### config.mk
export PLATFORM = sky130hd
export DESIGN_NAME = processor_jtag_debug_port
export DESIGN_NICKNAME = d
export VERILOG_FILES = /design/src/common/processor_jtag_debug_port_pkg.sv /design/src/processor_jtag_debug_port.sv
export VERILOG_INCLUDE_DIRS = /design/src /design/src/common
export SDC_FILE = /design/constraint.sdc
export NUM_CORES = 1
export LEC_CHECK = 0
export BUFFER_PORTS_ARGS = -buffer_cell sky130_fd_sc_hd__buf_4
export CORE_UTILIZATION = 57
export CTS_CLUSTER_SIZE = 8
export DETAILED_ROUTE_END_ITERATION = 8
export PLACE_DENSITY = 0.85
export REMOVE_ABC_BUFFERS = 1
export SETUP_SLACK_MARGIN = 0.15
export SLEW_MARGIN = 20
export SYNTH_ARGS = -nofsm -noshare
export SYNTH_HDL_FRONTEND = slang
export SYNTH_SLANG_ARGS = --single-unit
### constraint.sdc
create_clock -name pclk -period 3.9 [get_ports pclk]
set_input_delay 0 -clock pclk [delete_from_list [all_inputs] [get_ports pclk]]
set_output_delay 0 -clock pclk [all_outputs]
set_load 0.05 [all_outputs]
### src/common/processor_jtag_debug_port_regs.svh
// offsets, field positions, reset values and codes of the jtag debug port
`ifndef PROCESSOR_JTAG_DEBUG_PORT_REGS_SVH
`define PROCESSOR_JTAG_DEBUG_PORT_REGS_SVH

// apb register map
`define ADDR_W          12
`define OFS_CTRL        12'h000
`define OFS_STATUS      12'h004
`define OFS_EVCNT       12'h008

// control fields
`define CTRL_WSE_BIT    0
`define CTRL_EVCLR_BIT  1

// status fields
`define STAT_HALT_BIT   0
`define STAT_EVENT_BIT  1
`define STAT_BHOLD_BIT  2
`define STAT_PGM_BIT    3
`define STAT_EXTEST_BIT 4

// widths
`define IR_W            4
`define DR_W            32
`define DBG_W           8
`define EVCNT_W         8
`define WB_ADDR_W       30

// instruction codes
`define IR_EXTEST       4'h0
`define IR_SAMPLE       4'h1
`define IR_IDCODE       4'h2
`define IR_DBGCTRL      4'h5
`define IR_BYPASS       4'hF
`define IR_CAPTURE      4'h1

// debug control register fields
`define DBG_PGM_BIT     0
`define DBG_STOP_BIT    1
`define DBG_RESET       8'h00

// data register lengths
`define LEN_IDCODE      6'd32
`define LEN_DBGCTRL     6'd8
`define LEN_BYPASS      6'd1

// synchroniser lanes
`define SY_W            8
`define SY_TCK          0
`define SY_TMS          1
`define SY_TDI          2
`define SY_TRST         3
`define SY_SCAN         4
`define SY_HALT         5
`define SY_EVT          6
`define SY_BHA          7

`endif

### src/common/processor_jtag_debug_port_pkg.sv
// types of the jtag debug port
`include "processor_jtag_debug_port_regs.svh"
package processor_jtag_debug_port_pkg;

  typedef enum logic [3:0] {
    TAP_RESET   = 4'h0,
    TAP_IDLE    = 4'h1,
    TAP_SEL_DR  = 4'h3,
    TAP_CAP_DR  = 4'h2,
    TAP_SH_DR   = 4'h6,
    TAP_EX1_DR  = 4'h7,
    TAP_PAU_DR  = 4'h5,
    TAP_EX2_DR  = 4'h4,
    TAP_UPD_DR  = 4'hC,
    TAP_SEL_IR  = 4'hD,
    TAP_CAP_IR  = 4'hF,
    TAP_SH_IR   = 4'hE,
    TAP_EX1_IR  = 4'hA,
    TAP_PAU_IR  = 4'hB,
    TAP_EX2_IR  = 4'h9,
    TAP_UPD_IR  = 4'h8
  } tap_state_t;

  typedef struct packed {
    logic [`SY_W-1:0]      sy1;
    logic [`SY_W-1:0]      sy2;
    logic                  tck_prev;
    logic                  evt_prev;
    tap_state_t            tap;
    logic [`IR_W-1:0]      ir_sh;
    logic [`IR_W-1:0]      ir_act;
    logic [`DR_W-1:0]      dr_sh;
    logic [`DBG_W-1:0]     dbg;
    logic                  tdo;
    logic                  tdo_en;
    logic                  wse;
    logic                  evt_sticky;
    logic [`EVCNT_W-1:0]   evcnt;
    logic                  halted;
    logic                  wb_full;
    logic [`WB_ADDR_W-1:0] wb_addr;
    logic                  wb_done;
    logic [31:0]           rdata;
    logic                  slverr;
  } st_t;

endpackage

### src/processor_jtag_debug_port.sv
// test access port, debug sideband and apb status of the processor block
`include "processor_jtag_debug_port_regs.svh"

//
// Overview of operation
// mode select and data in are taken at test clock rising edges
// surrounding system pulls undriven mode select high
// surrounding system pulls undriven serial data in high
// tap state machine follows mode select and steers serial data
// serial data enters instruction register or selected data register
// active low test reset clears all port and debug logic
// chain input passes to serial output when chaining selected
// serial output changes only at test clock falling edges
// serial output comes from instruction, data register or chain input
// output enable is high while shifting out serial data
// external test flag high exactly while extest instruction active
// capture state raises flag and loads selected register in parallel
// shift state raises flag and shifts selected register one bit
// update state raises flag and updates outputs at falling edge
// program bit of debug control register is driven out
// debug halt input stops instruction fetch and execution
// halt acknowledge is high while in debug halt mode
// each forced event input assertion counts as one debug event
// outside logic reports bus hold acknowledge when bus is granted away
// writeback full flag and 30 bit instruction address are reported
// writeback complete flag is meaningful only with writeback full
// wait enable output follows the wait state enable bit
// test clock runs at most half the processor clock rate
// tap behaves as the standard boundary scan state machine
// output enable only in shift ir and shift dr states
module processor_jtag_debug_port #(
  parameter logic [31:0] ID_CODE = 32'h0000_0001  // arbitrary value
) (
  // clock, reset, enable
  input  wire logic                  pclk,
  input  wire logic                  presetn,
  input  wire logic                  clk_en,
  // apb slave
  input  wire logic                  psel,
  input  wire logic                  penable,
  input  wire logic                  pwrite,
  input  wire logic [`ADDR_W-1:0]    paddr,
  input  wire logic [31:0]           pwdata,
  output logic      [31:0]           prdata,
  output logic                       pready,
  output logic                       pslverr,
  // test access pins
  input  wire logic                  test_clock_in,
  input  wire logic                  test_mode_select_in,
  input  wire logic                  test_data_in,
  input  wire logic                  test_reset_n,
  input  wire logic                  scan_chain_in,
  output logic                       test_data_out,
  output logic                       test_data_out_enable,
  output logic                       external_test_selected,
  output logic                       capture_dr_flag,
  output logic                       shift_dr_flag,
  output logic                       update_dr_flag,
  output logic                       debug_program_bit_out,
  // debug sideband
  input  wire logic                  bus_hold_ack_in,
  input  wire logic                  debug_halt_in,
  input  wire logic                  forced_debug_event_in,
  output logic                       writeback_full,
  output logic      [`WB_ADDR_W-1:0] writeback_instr_addr,
  output logic                       writeback_complete,
  output logic                       wait_enable_out,
  output logic                       halt_acknowledge,
  // core side
  input  wire logic                  core_wb_valid,
  input  wire logic [`WB_ADDR_W-1:0] core_wb_addr,
  input  wire logic                  core_wb_done,
  output logic                       core_fetch_enable
);

  processor_jtag_debug_port_pkg::st_t q;
  processor_jtag_debug_port_pkg::st_t d;
  logic                               jtag_rst;
  logic                               tck_rise;
  logic                               tck_fall;
  logic                               tms;
  logic                               tdi;
  logic                               evt_rise;
  logic                               chain_sel;
  logic                               in_shift;
  logic                               apb_wr;

  function automatic processor_jtag_debug_port_pkg::st_t st_reset();
    processor_jtag_debug_port_pkg::st_t s;
    s        = '0;
    s.tap    = processor_jtag_debug_port_pkg::TAP_RESET;
    s.ir_act = `IR_IDCODE;
    s.ir_sh  = `IR_IDCODE;
    s.dbg    = `DBG_RESET;
    return s;
  endfunction

  localparam processor_jtag_debug_port_pkg::st_t ST_RST = st_reset();

  function automatic processor_jtag_debug_port_pkg::tap_state_t tap_next(
    input processor_jtag_debug_port_pkg::tap_state_t s,
    input logic                                      m
  );
    tap_next = s;
    unique case (s)
      processor_jtag_debug_port_pkg::TAP_RESET:  tap_next = m ?
        processor_jtag_debug_port_pkg::TAP_RESET : processor_jtag_debug_port_pkg::TAP_IDLE;
      processor_jtag_debug_port_pkg::TAP_IDLE:   tap_next = m ?
        processor_jtag_debug_port_pkg::TAP_SEL_DR : processor_jtag_debug_port_pkg::TAP_IDLE;
      processor_jtag_debug_port_pkg::TAP_SEL_DR: tap_next = m ?
        processor_jtag_debug_port_pkg::TAP_SEL_IR : processor_jtag_debug_port_pkg::TAP_CAP_DR;
      processor_jtag_debug_port_pkg::TAP_CAP_DR: tap_next = m ?
        processor_jtag_debug_port_pkg::TAP_EX1_DR : processor_jtag_debug_port_pkg::TAP_SH_DR;
      processor_jtag_debug_port_pkg::TAP_SH_DR:  tap_next = m ?
        processor_jtag_debug_port_pkg::TAP_EX1_DR : processor_jtag_debug_port_pkg::TAP_SH_DR;
      processor_jtag_debug_port_pkg::TAP_EX1_DR: tap_next = m ?
        processor_jtag_debug_port_pkg::TAP_UPD_DR : processor_jtag_debug_port_pkg::TAP_PAU_DR;
      processor_jtag_debug_port_pkg::TAP_PAU_DR: tap_next = m ?
        processor_jtag_debug_port_pkg::TAP_EX2_DR : processor_jtag_debug_port_pkg::TAP_PAU_DR;
      processor_jtag_debug_port_pkg::TAP_EX2_DR: tap_next = m ?
        processor_jtag_debug_port_pkg::TAP_UPD_DR : processor_jtag_debug_port_pkg::TAP_SH_DR;
      processor_jtag_debug_port_pkg::TAP_UPD_DR: tap_next = m ?
        processor_jtag_debug_port_pkg::TAP_SEL_DR : processor_jtag_debug_port_pkg::TAP_IDLE;
      processor_jtag_debug_port_pkg::TAP_SEL_IR: tap_next = m ?
        processor_jtag_debug_port_pkg::TAP_RESET : processor_jtag_debug_port_pkg::TAP_CAP_IR;
      processor_jtag_debug_port_pkg::TAP_CAP_IR: tap_next = m ?
        processor_jtag_debug_port_pkg::TAP_EX1_IR : processor_jtag_debug_port_pkg::TAP_SH_IR;
      processor_jtag_debug_port_pkg::TAP_SH_IR:  tap_next = m ?
        processor_jtag_debug_port_pkg::TAP_EX1_IR : processor_jtag_debug_port_pkg::TAP_SH_IR;
      processor_jtag_debug_port_pkg::TAP_EX1_IR: tap_next = m ?
        processor_jtag_debug_port_pkg::TAP_UPD_IR : processor_jtag_debug_port_pkg::TAP_PAU_IR;
      processor_jtag_debug_port_pkg::TAP_PAU_IR: tap_next = m ?
        processor_jtag_debug_port_pkg::TAP_EX2_IR : processor_jtag_debug_port_pkg::TAP_PAU_IR;
      processor_jtag_debug_port_pkg::TAP_EX2_IR: tap_next = m ?
        processor_jtag_debug_port_pkg::TAP_UPD_IR : processor_jtag_debug_port_pkg::TAP_SH_IR;
      processor_jtag_debug_port_pkg::TAP_UPD_IR: tap_next = m ?
        processor_jtag_debug_port_pkg::TAP_SEL_DR : processor_jtag_debug_port_pkg::TAP_IDLE;
    endcase
  endfunction

  // length of data register chosen by instruction
  function automatic logic [5:0] dr_len(input logic [`IR_W-1:0] ir);
    if (ir == `IR_IDCODE) begin
      dr_len = `LEN_IDCODE;
    end else if (ir == `IR_DBGCTRL) begin
      dr_len = `LEN_DBGCTRL;
    end else begin
      dr_len = `LEN_BYPASS;
    end
  endfunction

  // shift one bit toward bit 0, new bit enters at len-1
  function automatic logic [`DR_W-1:0] dr_shift(
    input logic [`DR_W-1:0] sh,
    input logic             b,
    input logic [5:0]       len
  );
    dr_shift = sh >> 1;
    for (int i = 0; i < `DR_W; i++) begin
      if (i == int'(len) - 1) begin
        dr_shift[i] = b;
      end
    end
  endfunction

  // edge and level decode of synchronised pins
  assign jtag_rst  = !q.sy2[`SY_TRST];
  assign tck_rise  = q.sy2[`SY_TCK] & !q.tck_prev;
  assign tck_fall  = !q.sy2[`SY_TCK] & q.tck_prev;
  assign tms       = q.sy2[`SY_TMS];
  assign tdi       = q.sy2[`SY_TDI];
  assign evt_rise  = q.sy2[`SY_EVT] & !q.evt_prev;
  assign chain_sel = (q.ir_act == `IR_EXTEST) || (q.ir_act == `IR_SAMPLE);
  assign in_shift  = (q.tap == processor_jtag_debug_port_pkg::TAP_SH_IR) ||
                     (q.tap == processor_jtag_debug_port_pkg::TAP_SH_DR);
  assign apb_wr    = psel && penable && pwrite;

  always_comb begin
    d     = q;
    d.sy1 = {bus_hold_ack_in, forced_debug_event_in, debug_halt_in, scan_chain_in,
             test_reset_n, test_data_in, test_mode_select_in, test_clock_in};
    d.sy2      = q.sy1;
    d.tck_prev = q.sy2[`SY_TCK];
    d.evt_prev = q.sy2[`SY_EVT];
    // tap advance and shifting at test clock rise
    if (tck_rise) begin
      d.tap = tap_next(q.tap, tms);
      if (q.tap == processor_jtag_debug_port_pkg::TAP_CAP_IR) begin
        d.ir_sh = `IR_CAPTURE;
      end
      if (q.tap == processor_jtag_debug_port_pkg::TAP_SH_IR) begin
        d.ir_sh = {tdi, q.ir_sh[`IR_W-1:1]};
      end
      if (q.tap == processor_jtag_debug_port_pkg::TAP_CAP_DR) begin
        if (q.ir_act == `IR_IDCODE) begin
          d.dr_sh = ID_CODE;
        end else if (q.ir_act == `IR_DBGCTRL) begin
          d.dr_sh = {{(`DR_W-`DBG_W){1'b0}}, q.dbg};
        end else if (!chain_sel) begin
          d.dr_sh = '0;
        end
      end
      if (q.tap == processor_jtag_debug_port_pkg::TAP_SH_DR) begin
        d.dr_sh = dr_shift(q.dr_sh, tdi, dr_len(q.ir_act));
      end
    end
    // output and update at test clock fall
    if (tck_fall) begin
      d.tdo_en = in_shift;
      if (q.tap == processor_jtag_debug_port_pkg::TAP_SH_IR) begin
        d.tdo = q.ir_sh[0];
      end else if (q.tap == processor_jtag_debug_port_pkg::TAP_SH_DR) begin
        d.tdo = chain_sel ? q.sy2[`SY_SCAN] : q.dr_sh[0];
      end
      if (q.tap == processor_jtag_debug_port_pkg::TAP_UPD_IR) begin
        d.ir_act = q.ir_sh;
      end
      if (q.tap == processor_jtag_debug_port_pkg::TAP_UPD_DR &&
          q.ir_act == `IR_DBGCTRL) begin
        d.dbg = q.dr_sh[`DBG_W-1:0];
      end
    end
    if (q.tap == processor_jtag_debug_port_pkg::TAP_RESET) begin
      d.ir_act = `IR_IDCODE;
    end
    // debug sideband
    d.halted  = q.sy2[`SY_HALT] | q.dbg[`DBG_STOP_BIT];
    d.wb_full = core_wb_valid;
    d.wb_addr = core_wb_addr;
    d.wb_done = core_wb_valid & core_wb_done;
    if (apb_wr && paddr == `OFS_CTRL) begin
      d.wse = pwdata[`CTRL_WSE_BIT];
      if (pwdata[`CTRL_EVCLR_BIT]) begin
        d.evt_sticky = 1'b0;
      end
    end
    if (evt_rise) begin
      d.evt_sticky = 1'b1;
      d.evcnt      = `EVCNT_W'(q.evcnt + `EVCNT_W'(1));
    end
    // apb read data taken in setup cycle
    if (psel && !penable) begin
      d.slverr = 1'b0;
      unique case (paddr)
        `OFS_CTRL:   d.rdata = {31'h0, q.wse};
        `OFS_STATUS: d.rdata = {27'h0, (q.ir_act == `IR_EXTEST), q.dbg[`DBG_PGM_BIT],
                                q.sy2[`SY_BHA], q.evt_sticky, q.halted};
        `OFS_EVCNT:  d.rdata = {{(32-`EVCNT_W){1'b0}}, q.evcnt};
        default: begin
          d.rdata  = 32'h0000_0000;
          d.slverr = 1'b1;
        end
      endcase
    end
    // test reset clears everything behind the synchronisers
    if (jtag_rst) begin
      d          = ST_RST;
      d.sy1      = {bus_hold_ack_in, forced_debug_event_in, debug_halt_in, scan_chain_in,
                    test_reset_n, test_data_in, test_mode_select_in, test_clock_in};
      d.sy2      = q.sy1;
      d.tck_prev = q.sy2[`SY_TCK];
      d.evt_prev = q.sy2[`SY_EVT];
    end
  end

  always_ff @(posedge pclk or negedge presetn) begin
    if (!presetn) begin
      q <= ST_RST;
    end else if (clk_en) begin
      q <= d;
    end
  end

  // outputs
  assign prdata                 = q.rdata;
  assign pready                 = 1'b1;
  assign pslverr                = q.slverr;
  assign test_data_out          = q.tdo;
  assign test_data_out_enable   = q.tdo_en;
  assign external_test_selected = (q.ir_act == `IR_EXTEST);
  assign capture_dr_flag        = (q.tap == processor_jtag_debug_port_pkg::TAP_CAP_DR);
  assign shift_dr_flag          = (q.tap == processor_jtag_debug_port_pkg::TAP_SH_DR);
  assign update_dr_flag         = (q.tap == processor_jtag_debug_port_pkg::TAP_UPD_DR);
  assign debug_program_bit_out  = q.dbg[`DBG_PGM_BIT];
  assign writeback_full         = q.wb_full;
  assign writeback_instr_addr   = q.wb_addr;
  assign writeback_complete     = q.wb_done;
  assign wait_enable_out        = q.wse;
  assign halt_acknowledge       = q.halted;
  assign core_fetch_enable      = !q.halted && !q.wse;
endmodule

# [After elaboration in Yosys (flattened, before gate mapping)]
# Index checks and enable logic that the tools add are counted.
[totals] regBits=148 output_inout_bits=76
[op_classes] n_addsub=2 eq_ne=65 n_mux=73 bitwise=5 reduce_logical=33
[ops] op="32-bit two-way mux" count=6
[ops] op="130-bit two-way mux" count=1
[ops] op="6-bit by 7-bit equality test with 1-bit output (first input constant)" count=16
[ops] op="5-bit by 7-bit equality test with 1-bit output (first input constant)" count=8
[ops] op="4-bit case mux with 12 select lines" count=1
[ops] op="1-bit two-way mux" count=40
[ops] op="4-bit two-way mux" count=10
[ops] op="33-bit two-way mux" count=1
[ops] op="4-bit equality test (second input constant)" count=8
[ops] op="32-bit zero test" count=1
[ops] op="4-bit by 7-bit equality test with 1-bit output (first input constant)" count=4
[ops] op="8-bit case mux with 3 select lines" count=1
[ops] op="4-bit by 3-bit equality test with 1-bit output (second input constant)" count=5
[ops] op="6-bit two-way mux" count=3
[ops] op="8-bit two-way mux" count=2
[ops] op="3-bit AND reduction" count=5
[ops] op="3-bit by 7-bit equality test with 1-bit output (first input constant)" count=2
[ops] op="12-bit by 3-bit equality test with 1-bit output (second input constant)" count=1
[ops] op="12-bit by 4-bit equality test with 1-bit output (second input constant)" count=1
[ops] op="4-bit by 2-bit equality test with 1-bit output (second input constant)" count=3
[ops] op="12-bit zero test" count=1
[ops] op="2-bit by 1-bit inequality test with 1-bit output (second input constant)" count=6
[ops] op="3-bit by 1-bit inequality test with 1-bit output (second input constant)" count=4
[ops] op="10-bit two-way mux" count=1
[ops] op="other kinds (20)" count=47

# [Longest topological paths before layout]
# Gate-level depths: netlist (run 1).
[depth] word_depth=11 ltp_mapped=8 depth_no_buf=5

# [Worst setup path after synthesis (run 1)]
# Ideal clock, no wire load.
[synth_timing] kind="flip-flop to flip-flop" from="reg q[119] (netlist name)" to="reg q (netlist bit prdata[4])" setup_ns=0.066 arrival_time_ns=2.523 t_required_ns=3.834 slack_ns=1.311 stages_incl_launch_ff=5 period_less_slack_ns=2.589 path_cell_list="dfstp_2 > buf_2 > nor4_1 > a22o_1 > a22o_1"
[synth_between] elab_chain_cells=4
[synth_rtl] item="start: declaration" line_no="processor_jtag_debug_port.sv:76" source="processor_jtag_debug_port_pkg::st_t q;"
[synth_rtl] item="start signal: assignment" line_no="processor_jtag_debug_port.sv:268" source="q <= ST_RST;"
[synth_rtl] item="start signal: assignment" line_no="processor_jtag_debug_port.sv:270" source="q <= d;"
[synth_rtl] item="4-bit zero test (no source line)"
[synth_rtl] item="via external_test_selected" line_no="processor_jtag_debug_port.sv:55" source="output logic external_test_selected,"
[synth_rtl] item="8-bit case mux with 3 select lines" line_no="processor_jtag_debug_port.sv:244" source="unique case (paddr)"
[synth_rtl] item="33-bit two-way mux" line_no="processor_jtag_debug_port.sv:242" source="if (psel && !penable) begin"
[synth_rtl] item="130-bit two-way mux" line_no="processor_jtag_debug_port.sv:256" source="if (jtag_rst) begin"
# The timed path passes the listed nets, and every way through them passes these cells. The select of a mux whose other input is x is not followed.
# A chain may end at the register's enable or synchronous reset.

# [Final worst setup path (run 1)]
[layout_timing] from="in paddr[6]" to="reg q (netlist bit pslverr)"
[layout_between] elab_chain_cells=5 elab_cells_between_ends=7 classes_between="eq/ne (2); mux (3); reduce/logical (2)"
[layout_rtl] item="start: declaration" line_no="processor_jtag_debug_port.sv:42" source="input wire logic [`ADDR_W-1:0] paddr,"
[layout_rtl] item="12-bit by 4-bit equality test with 1-bit output, or another cell as far along" line_no="processor_jtag_debug_port.sv:244"
[layout_rtl] item="3-bit OR reduction (no source line) *"
[layout_rtl] item="1-bit two-way mux *" line_no="processor_jtag_debug_port.sv:244"
[layout_rtl] item="33-bit two-way mux *" line_no="processor_jtag_debug_port.sv:242"
[layout_rtl] item="130-bit two-way mux *" line_no="processor_jtag_debug_port.sv:256"
# Every way passes the cells marked *; elsewhere a longest branch is shown, timed or not. The select of a mux whose other input is x is not followed.

==> reports/metrics.csv, run 1 <==
stage,metric,value,unit
placement,place.gp.congestion,0.857,
worst_setup_path,critPathMaxStageDelay,0.62,ns
worst_setup_path,cp-startpoint,paddr[6],
timing,tns,0,ns
clock_network,cts_buffer_depth,2,
final_layout,largest_reg_flops,78,
timing,finalSetupViolCount,0,
pwr,combinationalPowerShare,16.5,%
logic_synthesis,synth_top_family_by_area,compound AO/OA/AOI/OAI gates,
pwr,cellLeakagePower,3.76,nW
logic_synthesis,ys_seq_area_share,50.4,%
timing,rsz0062_at_grt,false,
logic_synthesis,yosysWarnings,0,
worst_setup_path,worstRegToRegCells,4,
pwr,p_switching,0.00105,W
worst_setup_path,start_kind,primary input,
logic_synthesis,synth-seq-cells,124,
detailed_routing,ant_nets,0,
grt,overflow,0,
logic_synthesis,synth_compound_area_share,15.6,%
timing,skew,0.00874,ns
pwr,vdd_drop_max,352,uV
placement,pre_cts_ws,1.70,ns
final_layout,final.fill_count,596,
clock_network,root_buffer,clkbuf_8,
logic_synthesis,synth_cells,583,
timing,period_share,69.3,%
pwr,internal_power,0.00248,W
flow_run,maxCapViolCount,0,
pwr,power_density,450,mW/mm^2
worst_setup_path,timing.rr.start,q[129]$_DFFE_PN0P_,
floorplan,die_area,0.0112,sq mm
logic_synthesis,synthArstFlopShare,100,%
logic_synthesis,synth.distinct_cells,64,
detailed_routing,dr_wl_met3,1000,um
detailed_routing,drt_iter0_drc,527,
detailed_routing,met2_length,7850,um
clock_network,htree_levels,4,
detailed_routing,routed_wl,15700,um
clock_network,clock_latency,0.53,ns
outcome,outcome,"finished, violations left",
detailed_routing,wl_per_cell,18.3,um
worst_setup_path,critPathSlowestCell,dlygate4sd3_1,
logic_synthesis,synthAdderAreaFrac,0.203,%
worst_setup_path,arrival,3.10,ns
logic_synthesis,syn_avg_cell_area,10.6,sq um
worst_setup_path,crit_chain,dlygate4sd3_1 > buf_4 > nor4_1 > dlygate4sd3_1 > nand4_1 > dlygate4sd3_1 > a22o_1 > dlygate4sd3_1,
clock_network,cts_tree,yes,
placement,numPortBuffers,110,
detailed_routing,drc,2,
floorplan,chipWidth,106,um
clock_network,clkTransAtPathRegs,0.06,ns
placement,dpl_cell_area,0.00663,sq mm
hold_path,hp-class,in -> async,
floorplan,die_y,106,um
grt,grt_start_max_net_pins,53,
floorplan,initial_core_util,59.1,%
logic_synthesis,synth_xor_area_share,0.284,%
logic_synthesis,synth-simple-area-share,11.8,%
final_layout,regMostFlops,q,
clock_network,numCtsBuffers,17,
timing,max_freq,370,MHz
detailed_routing,vias,5013,
grt,antenna_found_initial,0,
worst_setup_path,critical_path.endpoint_type,register,
pwr,p_clk_share,43.6,%
detailed_routing,wl_met1,6230,um
worst_setup_path,path_common_cell,dlygate4sd3_1,
final_layout,nNetsFinal,798,
worst_setup_path,crit_required,4.30,ns
pwr,pwr-share-seq,39.9,%
timing,relSlewSlack,45.0,%
timing,tightest_slew,0.824,ns
floorplan,core_area,0.0104,sq mm
grt,grt_pass1_wl,25400,um
timing,period_minus_slack,2.70,ns
timing,report.final.slew_viol_count,0,
timing,setup_ws,1.20,ns
clock_network,clock_sinks,124,
worst_setup_path,path_depth,8,
worst_setup_path,crit_buf_inv,5,
logic_synthesis,synth_enable_flop_cells,0,
logic_synthesis,synthMuxAreaShare,7.95,%
detailed_routing,via_per_inst,5.85,
worst_setup_path,path_max_fanout,3,
placement,dp_hpwl,8670,um
timing,hold_violations,0,
logic_synthesis,syn_area,0.00616,sq mm
floorplan,io_pins,166,
final_layout,synthToLayoutAreaGrowth,27.5,%
grt,groute.usage.overall,29.4,%
logic_synthesis,ys.flop_type,dfrtp_1,
final_layout,final_area,0.00785,sq mm
detailed_routing,firstDrtPassIters,7,
detailed_routing,top_signal_layer_used,met4,
worst_setup_path,crit_type,in -> reg,
worst_setup_path,path_delay_family,buffers and inverters,
timing,whs,0.0592,ns
grt,grt_pass1_vias,5091,
pwr,swShare,29.7,%
final_layout,drive_above_1_share,24.9,%
floorplan,core.rowCount,37,
outcome,violations,DRC,
## synth_stat cells, types with 4 or more instances
master,instances,area (sq um)
a22o_1,48,420
buf_2,9,45.0
nand2_1,34,128
dfrtp_1,122,3050
nand3_1,27,135
clkbuf_1,16,60.1
nor2_1,12,45.0
buf_1,4,15.0
a21oi_1,8,40.0
nor4_1,4,25.0
a21o_1,4,30.0
mux2i_1,23,230
nand2b_1,5,31.3
buf_6,5,56.3
mux2_2,22,248
buf_4,63,473
and3_1,5,31.3
inv_1,49,184
and2_1,6,37.5
o21ai_0,37,185
nor2b_1,8,50.1
## stage by stage
step | total power [W] | std cells | utilization (%)
2_1_floorplan | 0.00173 | 509 | -
3_3_place_gp | 0.00192 | 760 | 63.6
3_5_place_dp | 0.00193 | 760 | 63.6
4_1_cts | 0.00352 | 856 | 75.3
5_1_grt | 0.00365 | 856 | 75.3
6_report | 0.00353 | 857 | 75.4
## final timing paths
check	slack (ns)	to
worst max register to register	1.58	q[87]$_DFFE_PN0P_
min in group pclk	0.06	wait_enable_out$_DFFE_PN0P_
max in group asynchronous	2.90	q[119]$_DFFE_PN1P_
worst min-delay path	0.06	q[144]$_DFFE_PN0P_
worst min register to register	0.48	q[74]$_DFFE_PN0P_
worst max-delay path	1.20	pslverr$_DFFE_PN0P_
## routing by layer
| layer | global-route usage [%] | up-vias |
|---|---|---|
| met5 | 0 | - |
| met4 | 14.6 | 0 |
| met3 | 6.87 | 62 |
| met2 | 49.3 | 293 |
| met1 | 35.7 | 2441 |
| li1 | - | 2217 |
## timing repair
| action | in CTS | in global routing |
|---|---|---|
| setup buffers | 0 | 0 |
| hold buffers | 64 | 0 |
| setup endpoints to repair | 0 | 0 |
| gates resized for setup | 0 | 0 |
| endpoints found under the hold margin | 98 | 0 |
## layout make-up
| class | instances | area [sq um] | area share [%] |
|---|---|---|---|
| inverter | 50 | 188 | 2.39 |
| tap | 136 | 170 | 2.17 |
| clock buffer | 17 | 414 | 5.28 |
| antenna | 1 | 2.50 | 0.0319 |
| clock inverter | 15 | 164 | 2.09 |
| sequential | 124 | 3110 | 39.6 |
| multi-input combinational | 335 | 2300 | 29.3 |
| timing repair buffer | 179 | 1500 | 19.2 |
## cell usage in the layout (no fill, tap or decap), drive strengths merged, types with 3 or more instances in the layout
cell type    count
a211oi           3
a21o             4
a21oi            9
a22o            48
a22oi            3
a32o             3
and2             7
and3             5
and4             3
and4b            3
and4bb           3
buf            115
clkbuf          17
clkinv           6
conb            25
dfrtp          122
dlygate4sd3     64
inv             55
mux2            23
mux2i           23
nand2           34
nand2b           6
nand3           27
nand3b           3
nor2            12
nor2b            8
nor3             4
nor4             4
nor4b            3
o211ai           3
o21ai           41
o31ai            3
## cells by family after synthesis
logic type      count (synthesis)
simple gates                  129
fa+ha+maj                       1
buf+inv                       147
other cells                     2
flops                         124
mux                            46
xor+xnor                        2
compound gates                132
## power by group through the flow
stage	clock network [W]	logic, W	registers (W)
6_report	0.00154	0.000582	0.00141
4_1_cts	0.00155	0.000569	0.00140
3_3_place_gp	0	0.000497	0.00142
5_1_grt	0.00162	0.000614	0.00141
2_1_floorplan	0	0.000192	0.00154
3_5_place_dp	0	0.000510	0.00142
Power figures use the tool's default switching activity.
==> inputs of run 2 (changes only) <==
--- a/config.mk
+++ b/config.mk
@@ -6,11 +6,12 @@
 export SDC_FILE = /design/constraint.sdc
 export NUM_CORES = 1
 export LEC_CHECK = 0
+export ABC_AREA = 1
 export BUFFER_PORTS_ARGS = -buffer_cell sky130_fd_sc_hd__buf_4
-export CORE_UTILIZATION = 57
+export CORE_UTILIZATION = 48
 export CTS_CLUSTER_SIZE = 8
 export DETAILED_ROUTE_END_ITERATION = 8
-export PLACE_DENSITY = 0.85
+export PLACE_DENSITY = 0.76
 export REMOVE_ABC_BUFFERS = 1
 export SETUP_SLACK_MARGIN = 0.15
 export SLEW_MARGIN = 20
==> constraint.sdc (replaced) <==
create_clock -name pclk -period 2.3 [get_ports pclk]
set_input_delay 0 -clock pclk [delete_from_list [all_inputs] [get_ports pclk]]
set_output_delay 0 -clock pclk [all_outputs]
set_load 0.05 [all_outputs]
==> reports/metrics.csv, run 2 <==
stage,metric,value,unit
logic_synthesis,ys.flop_type,dfrtp_1,
pwr,p_clk_share,46.4,%
timing,skew,0.00416,ns
hold_path,hp-class,in -> reg,
logic_synthesis,synthArstFlopShare,100,%
detailed_routing,via_per_inst,5.08,
grt,antenna_found_initial,0,
pwr,pwr-share-seq,38.6,%
floorplan,die_y,114,um
detailed_routing,drt_iter0_drc,479,
timing,relSlewSlack,61.9,%
worst_setup_path,crit_required,2.60,ns
detailed_routing,firstDrtPassIters,7,
grt,overflow,0,
logic_synthesis,synth_top_area_cell,dfrtp_1,
final_layout,regMostFlops,q,
timing,report.final.slew_viol_count,0,
final_layout,largest_reg_flops,78,
logic_synthesis,ys_top_cells_by_count,"232 x nand2_1, 122 x dfrtp_1, 70 x buf_4",
outcome,violations,DRC,
detailed_routing,vias,5206,
timing,tns,0,ns
clock_network,cts_setup_buffers,0,
clock_network,cts_buffer_depth,2,
clock_network,htree_levels,4,
floorplan,initial_core_util,49.9,%
timing,max_freq,538,MHz
worst_setup_path,path_max_fanout,28,
grt,grt_pass1_vias,5077,
final_layout,final_cells,1025,
detailed_routing,wl_per_cell,14.4,um
placement,dp_hpwl,9270,um
detailed_routing,drc,2,
worst_setup_path,start_kind,primary input,
worst_setup_path,arrival,2.16,ns
logic_synthesis,syn_area,0.00607,sq mm
pwr,internal_power,0.00447,W
final_layout,final_area,0.00783,sq mm
timing,whs,0.0310,ns
worst_setup_path,crit_buf_inv,4,
final_layout,mostFrequentLayoutCells,"232 x nand2_1, 122 x dfrtp_1, 116 x buf_4, 55 x dlygate4sd3_1, 47 x nor2_1",
worst_setup_path,crit_chain,dlygate4sd3_1 > buf_4 > inv_1 > nor3_1 > nand4_1 > dlygate4sd3_1 > nand3_1 > nand2_1,
floorplan,die_area,0.0131,sq mm
placement,place.gp.congestion,0.918,
floorplan,io_pins,166,
worst_setup_path,path_delay_family,buffers and inverters,
worst_setup_path,path_common_cell,dlygate4sd3_1,
timing,hold_violations,0,
floorplan,core_area,0.0122,sq mm
timing,tightest_slew,0.572,ns
placement,dpl_cell_area,0.00665,sq mm
logic_synthesis,synth-seq-cells,124,
logic_synthesis,ys_seq_area_share,51.1,%
pwr,cellLeakagePower,3.89,nW
final_layout,final_common_cell,nand2_1,
logic_synthesis,synthTopCellsByArea,"dfrtp_1 50%, nand2_1 14%, buf_4 8.7%, a22o_1 4.5%, nand3_1 3.1%",
floorplan,chipWidth,114,um
final_layout,drive_above_1_share,20.9,%
logic_synthesis,syn_avg_cell_area,8.46,sq um
pwr,vdd_drop_max,598,uV
pwr,combinationalPowerShare,15.0,%
pwr,p_switching,0.00160,W
clock_network,numCtsBuffers,17,
pwr,power_density,775,mW/mm^2
grt,grt_start_max_net_pins,55,
outcome,outcome,"finished, violations left",
grt,grt_pass1_wl,24500,um
grt,groute.usage.overall,24.2,%
final_layout,synthToLayoutAreaGrowth,29.0,%
worst_setup_path,critical_path.endpoint_type,register,
placement,placed_cells,939,
final_layout,final_core_util,64.4,%
timing,period_minus_slack,1.86,ns
final_layout,nNetsFinal,936,
timing,period_share,80.9,%
placement,numPortBuffers,110,
worst_setup_path,critPathMaxStageDelay,0.58,ns
timing,finalSetupViolCount,0,
clock_network,cts_tree,yes,
detailed_routing,routed_wl,14700,um
worst_setup_path,crit_type,in -> reg,
clock_network,clock_sinks,124,
logic_synthesis,post-synth-top-count-cell,nand2_1,
pwr,swShare,26.4,%
flow_run,maxCapViolCount,0,
floorplan,core.rowCount,40,
logic_synthesis,synth_enable_flop_cells,0,
logic_synthesis,synth_top_area_share,50.3,%
worst_setup_path,critPathSlowestCell,dlygate4sd3_1,
clock_network,clock_latency,0.41,ns
clock_network,clkTransAtPathRegs,0.05,ns
detailed_routing,ant_nets,0,
logic_synthesis,synth.distinct_cells,33,
logic_synthesis,yosysWarnings,0,
clock_network,root_buffer,clkbuf_16,
final_layout,final.fill_count,932,
logic_synthesis,synth_cells,718,
timing,rsz0062_at_grt,false,
[run 2: cell types whose count changed in the layout (fill, tap and decap cells not counted), moves of 6 or more]
| cell | previous run | this run |
|---|---|---|
| a22o_1 | 48 | 31 |
| and2_1 | 6 | 0 |
| clkbuf_8 | 1 | 7 |
| dlygate4sd3_1 | 64 | 55 |
| inv_1 | 49 | 41 |
| mux2_2 | 22 | 0 |
| mux2i_1 | 23 | 0 |
| nand2_1 | 34 | 232 |
| nand3_1 | 27 | 38 |
| nor2_1 | 12 | 47 |
| nor2_2 | 0 | 6 |
| nor2b_1 | 8 | 0 |
| o21ai_1 | 3 | 26 |
| o21ai_2 | 1 | 7 |
[run 2: final timing paths]
kind | end | slack [ns] | start | cells past startpoint
max | q[74]$_DFFE_PN0P_ | 0.44 | clk_en | 8
min | prdata[0]$_DFFE_PN0P_ | 0.03 | paddr[2] | 6
max reg2reg | q[111]$_DFFE_PN0P_ | 0.51 | q[121]$_DFFE_PN0P_ | 8
min reg2reg | q[144]$_DFFE_PN0P_ | 0.47 | q[144]$_DFFE_PN0P_ | 2
max in group asynchronous | q[104]$_DFFE_PN0P_ | 1.37 | presetn | 3
min in group asynchronous | prdata[2]$_DFFE_PN0P_ | 0.13 | presetn | 2
[run 2: stage by stage]
step                      worst slack [ns]  total power, W
final                                0.440         0.00607
after global routing                 0.285         0.00627
after global placement               0.640         0.00318
after detailed placement             0.541         0.00320
after CTS                            0.444         0.00609
after floorplan                      0.467         0.00288
[run 2: what timing repair did]
action | CTS | global route
hold endpoints to repair | 91 | 0
gates resized for setup | 0 | 0
hold buffers | 55 | 0
[run 2: area by class of cell]
class                   count  area (sq um)  area share, %
clock inverters             5           104           1.33
inverters                  48           180           2.30
flip-flops and latches    124          3110           39.6
diodes                      1          2.50         0.0319
well taps                 168           210           2.68
repair buffers            172          1440           18.4
clock buffers              25           526           6.71
multi-input cells         482          2260           28.9
[run 2: per-layer routing]
| metal | GRT usage [%] | up-vias | part of all wire [%] |
|---|---|---|---|
| met1 | 30.4 | 2511 | 41 |
| met3 | 5.61 | 32 | 4.3 |
| met5 | 0 | - | 0 |
| met4 | 11.0 | 0 | 2.3 |
| li1 | - | 2487 | - |
| met2 | 39.8 | 176 | 52 |
[run 2: kinds of logic (layout without fill, tap and decap cells)]
logic type | Yosys count | count (layout) | share of synthesized area (%)
flops | 124 | 124 | 51.1
fa+ha+maj | 1 | 1 | 0.206
simple gates | 340 | 340 | 23.0
other cells | 2 | 26 | 0.124
buf+inv | 135 | 250 | 13.0
compound gates | 116 | 116 | 12.5
[run 2: worst register-to-register path: cells and delay by family, from the launching register on]
kind | cells | cell delay (ns)
AND/OR/NAND/NOR | 5 | 0.65
flip-flops | 1 | 0.41
buffers and inverters | 1 | 0.36
AO/OA/AOI/OAI | 2 | 0.30
[run 2: power by group through the flow]
stage | Clock, W | Combinational, W | Sequential [W]
2_1_floorplan | 0 | 0.000318 | 0.00256
3_3_place_gp | 0 | 0.000806 | 0.00237
3_5_place_dp | 0 | 0.000823 | 0.00238
4_1_cts | 0.00285 | 0.000901 | 0.00234
5_1_grt | 0.00294 | 0.000970 | 0.00235
6_report | 0.00281 | 0.000909 | 0.00235
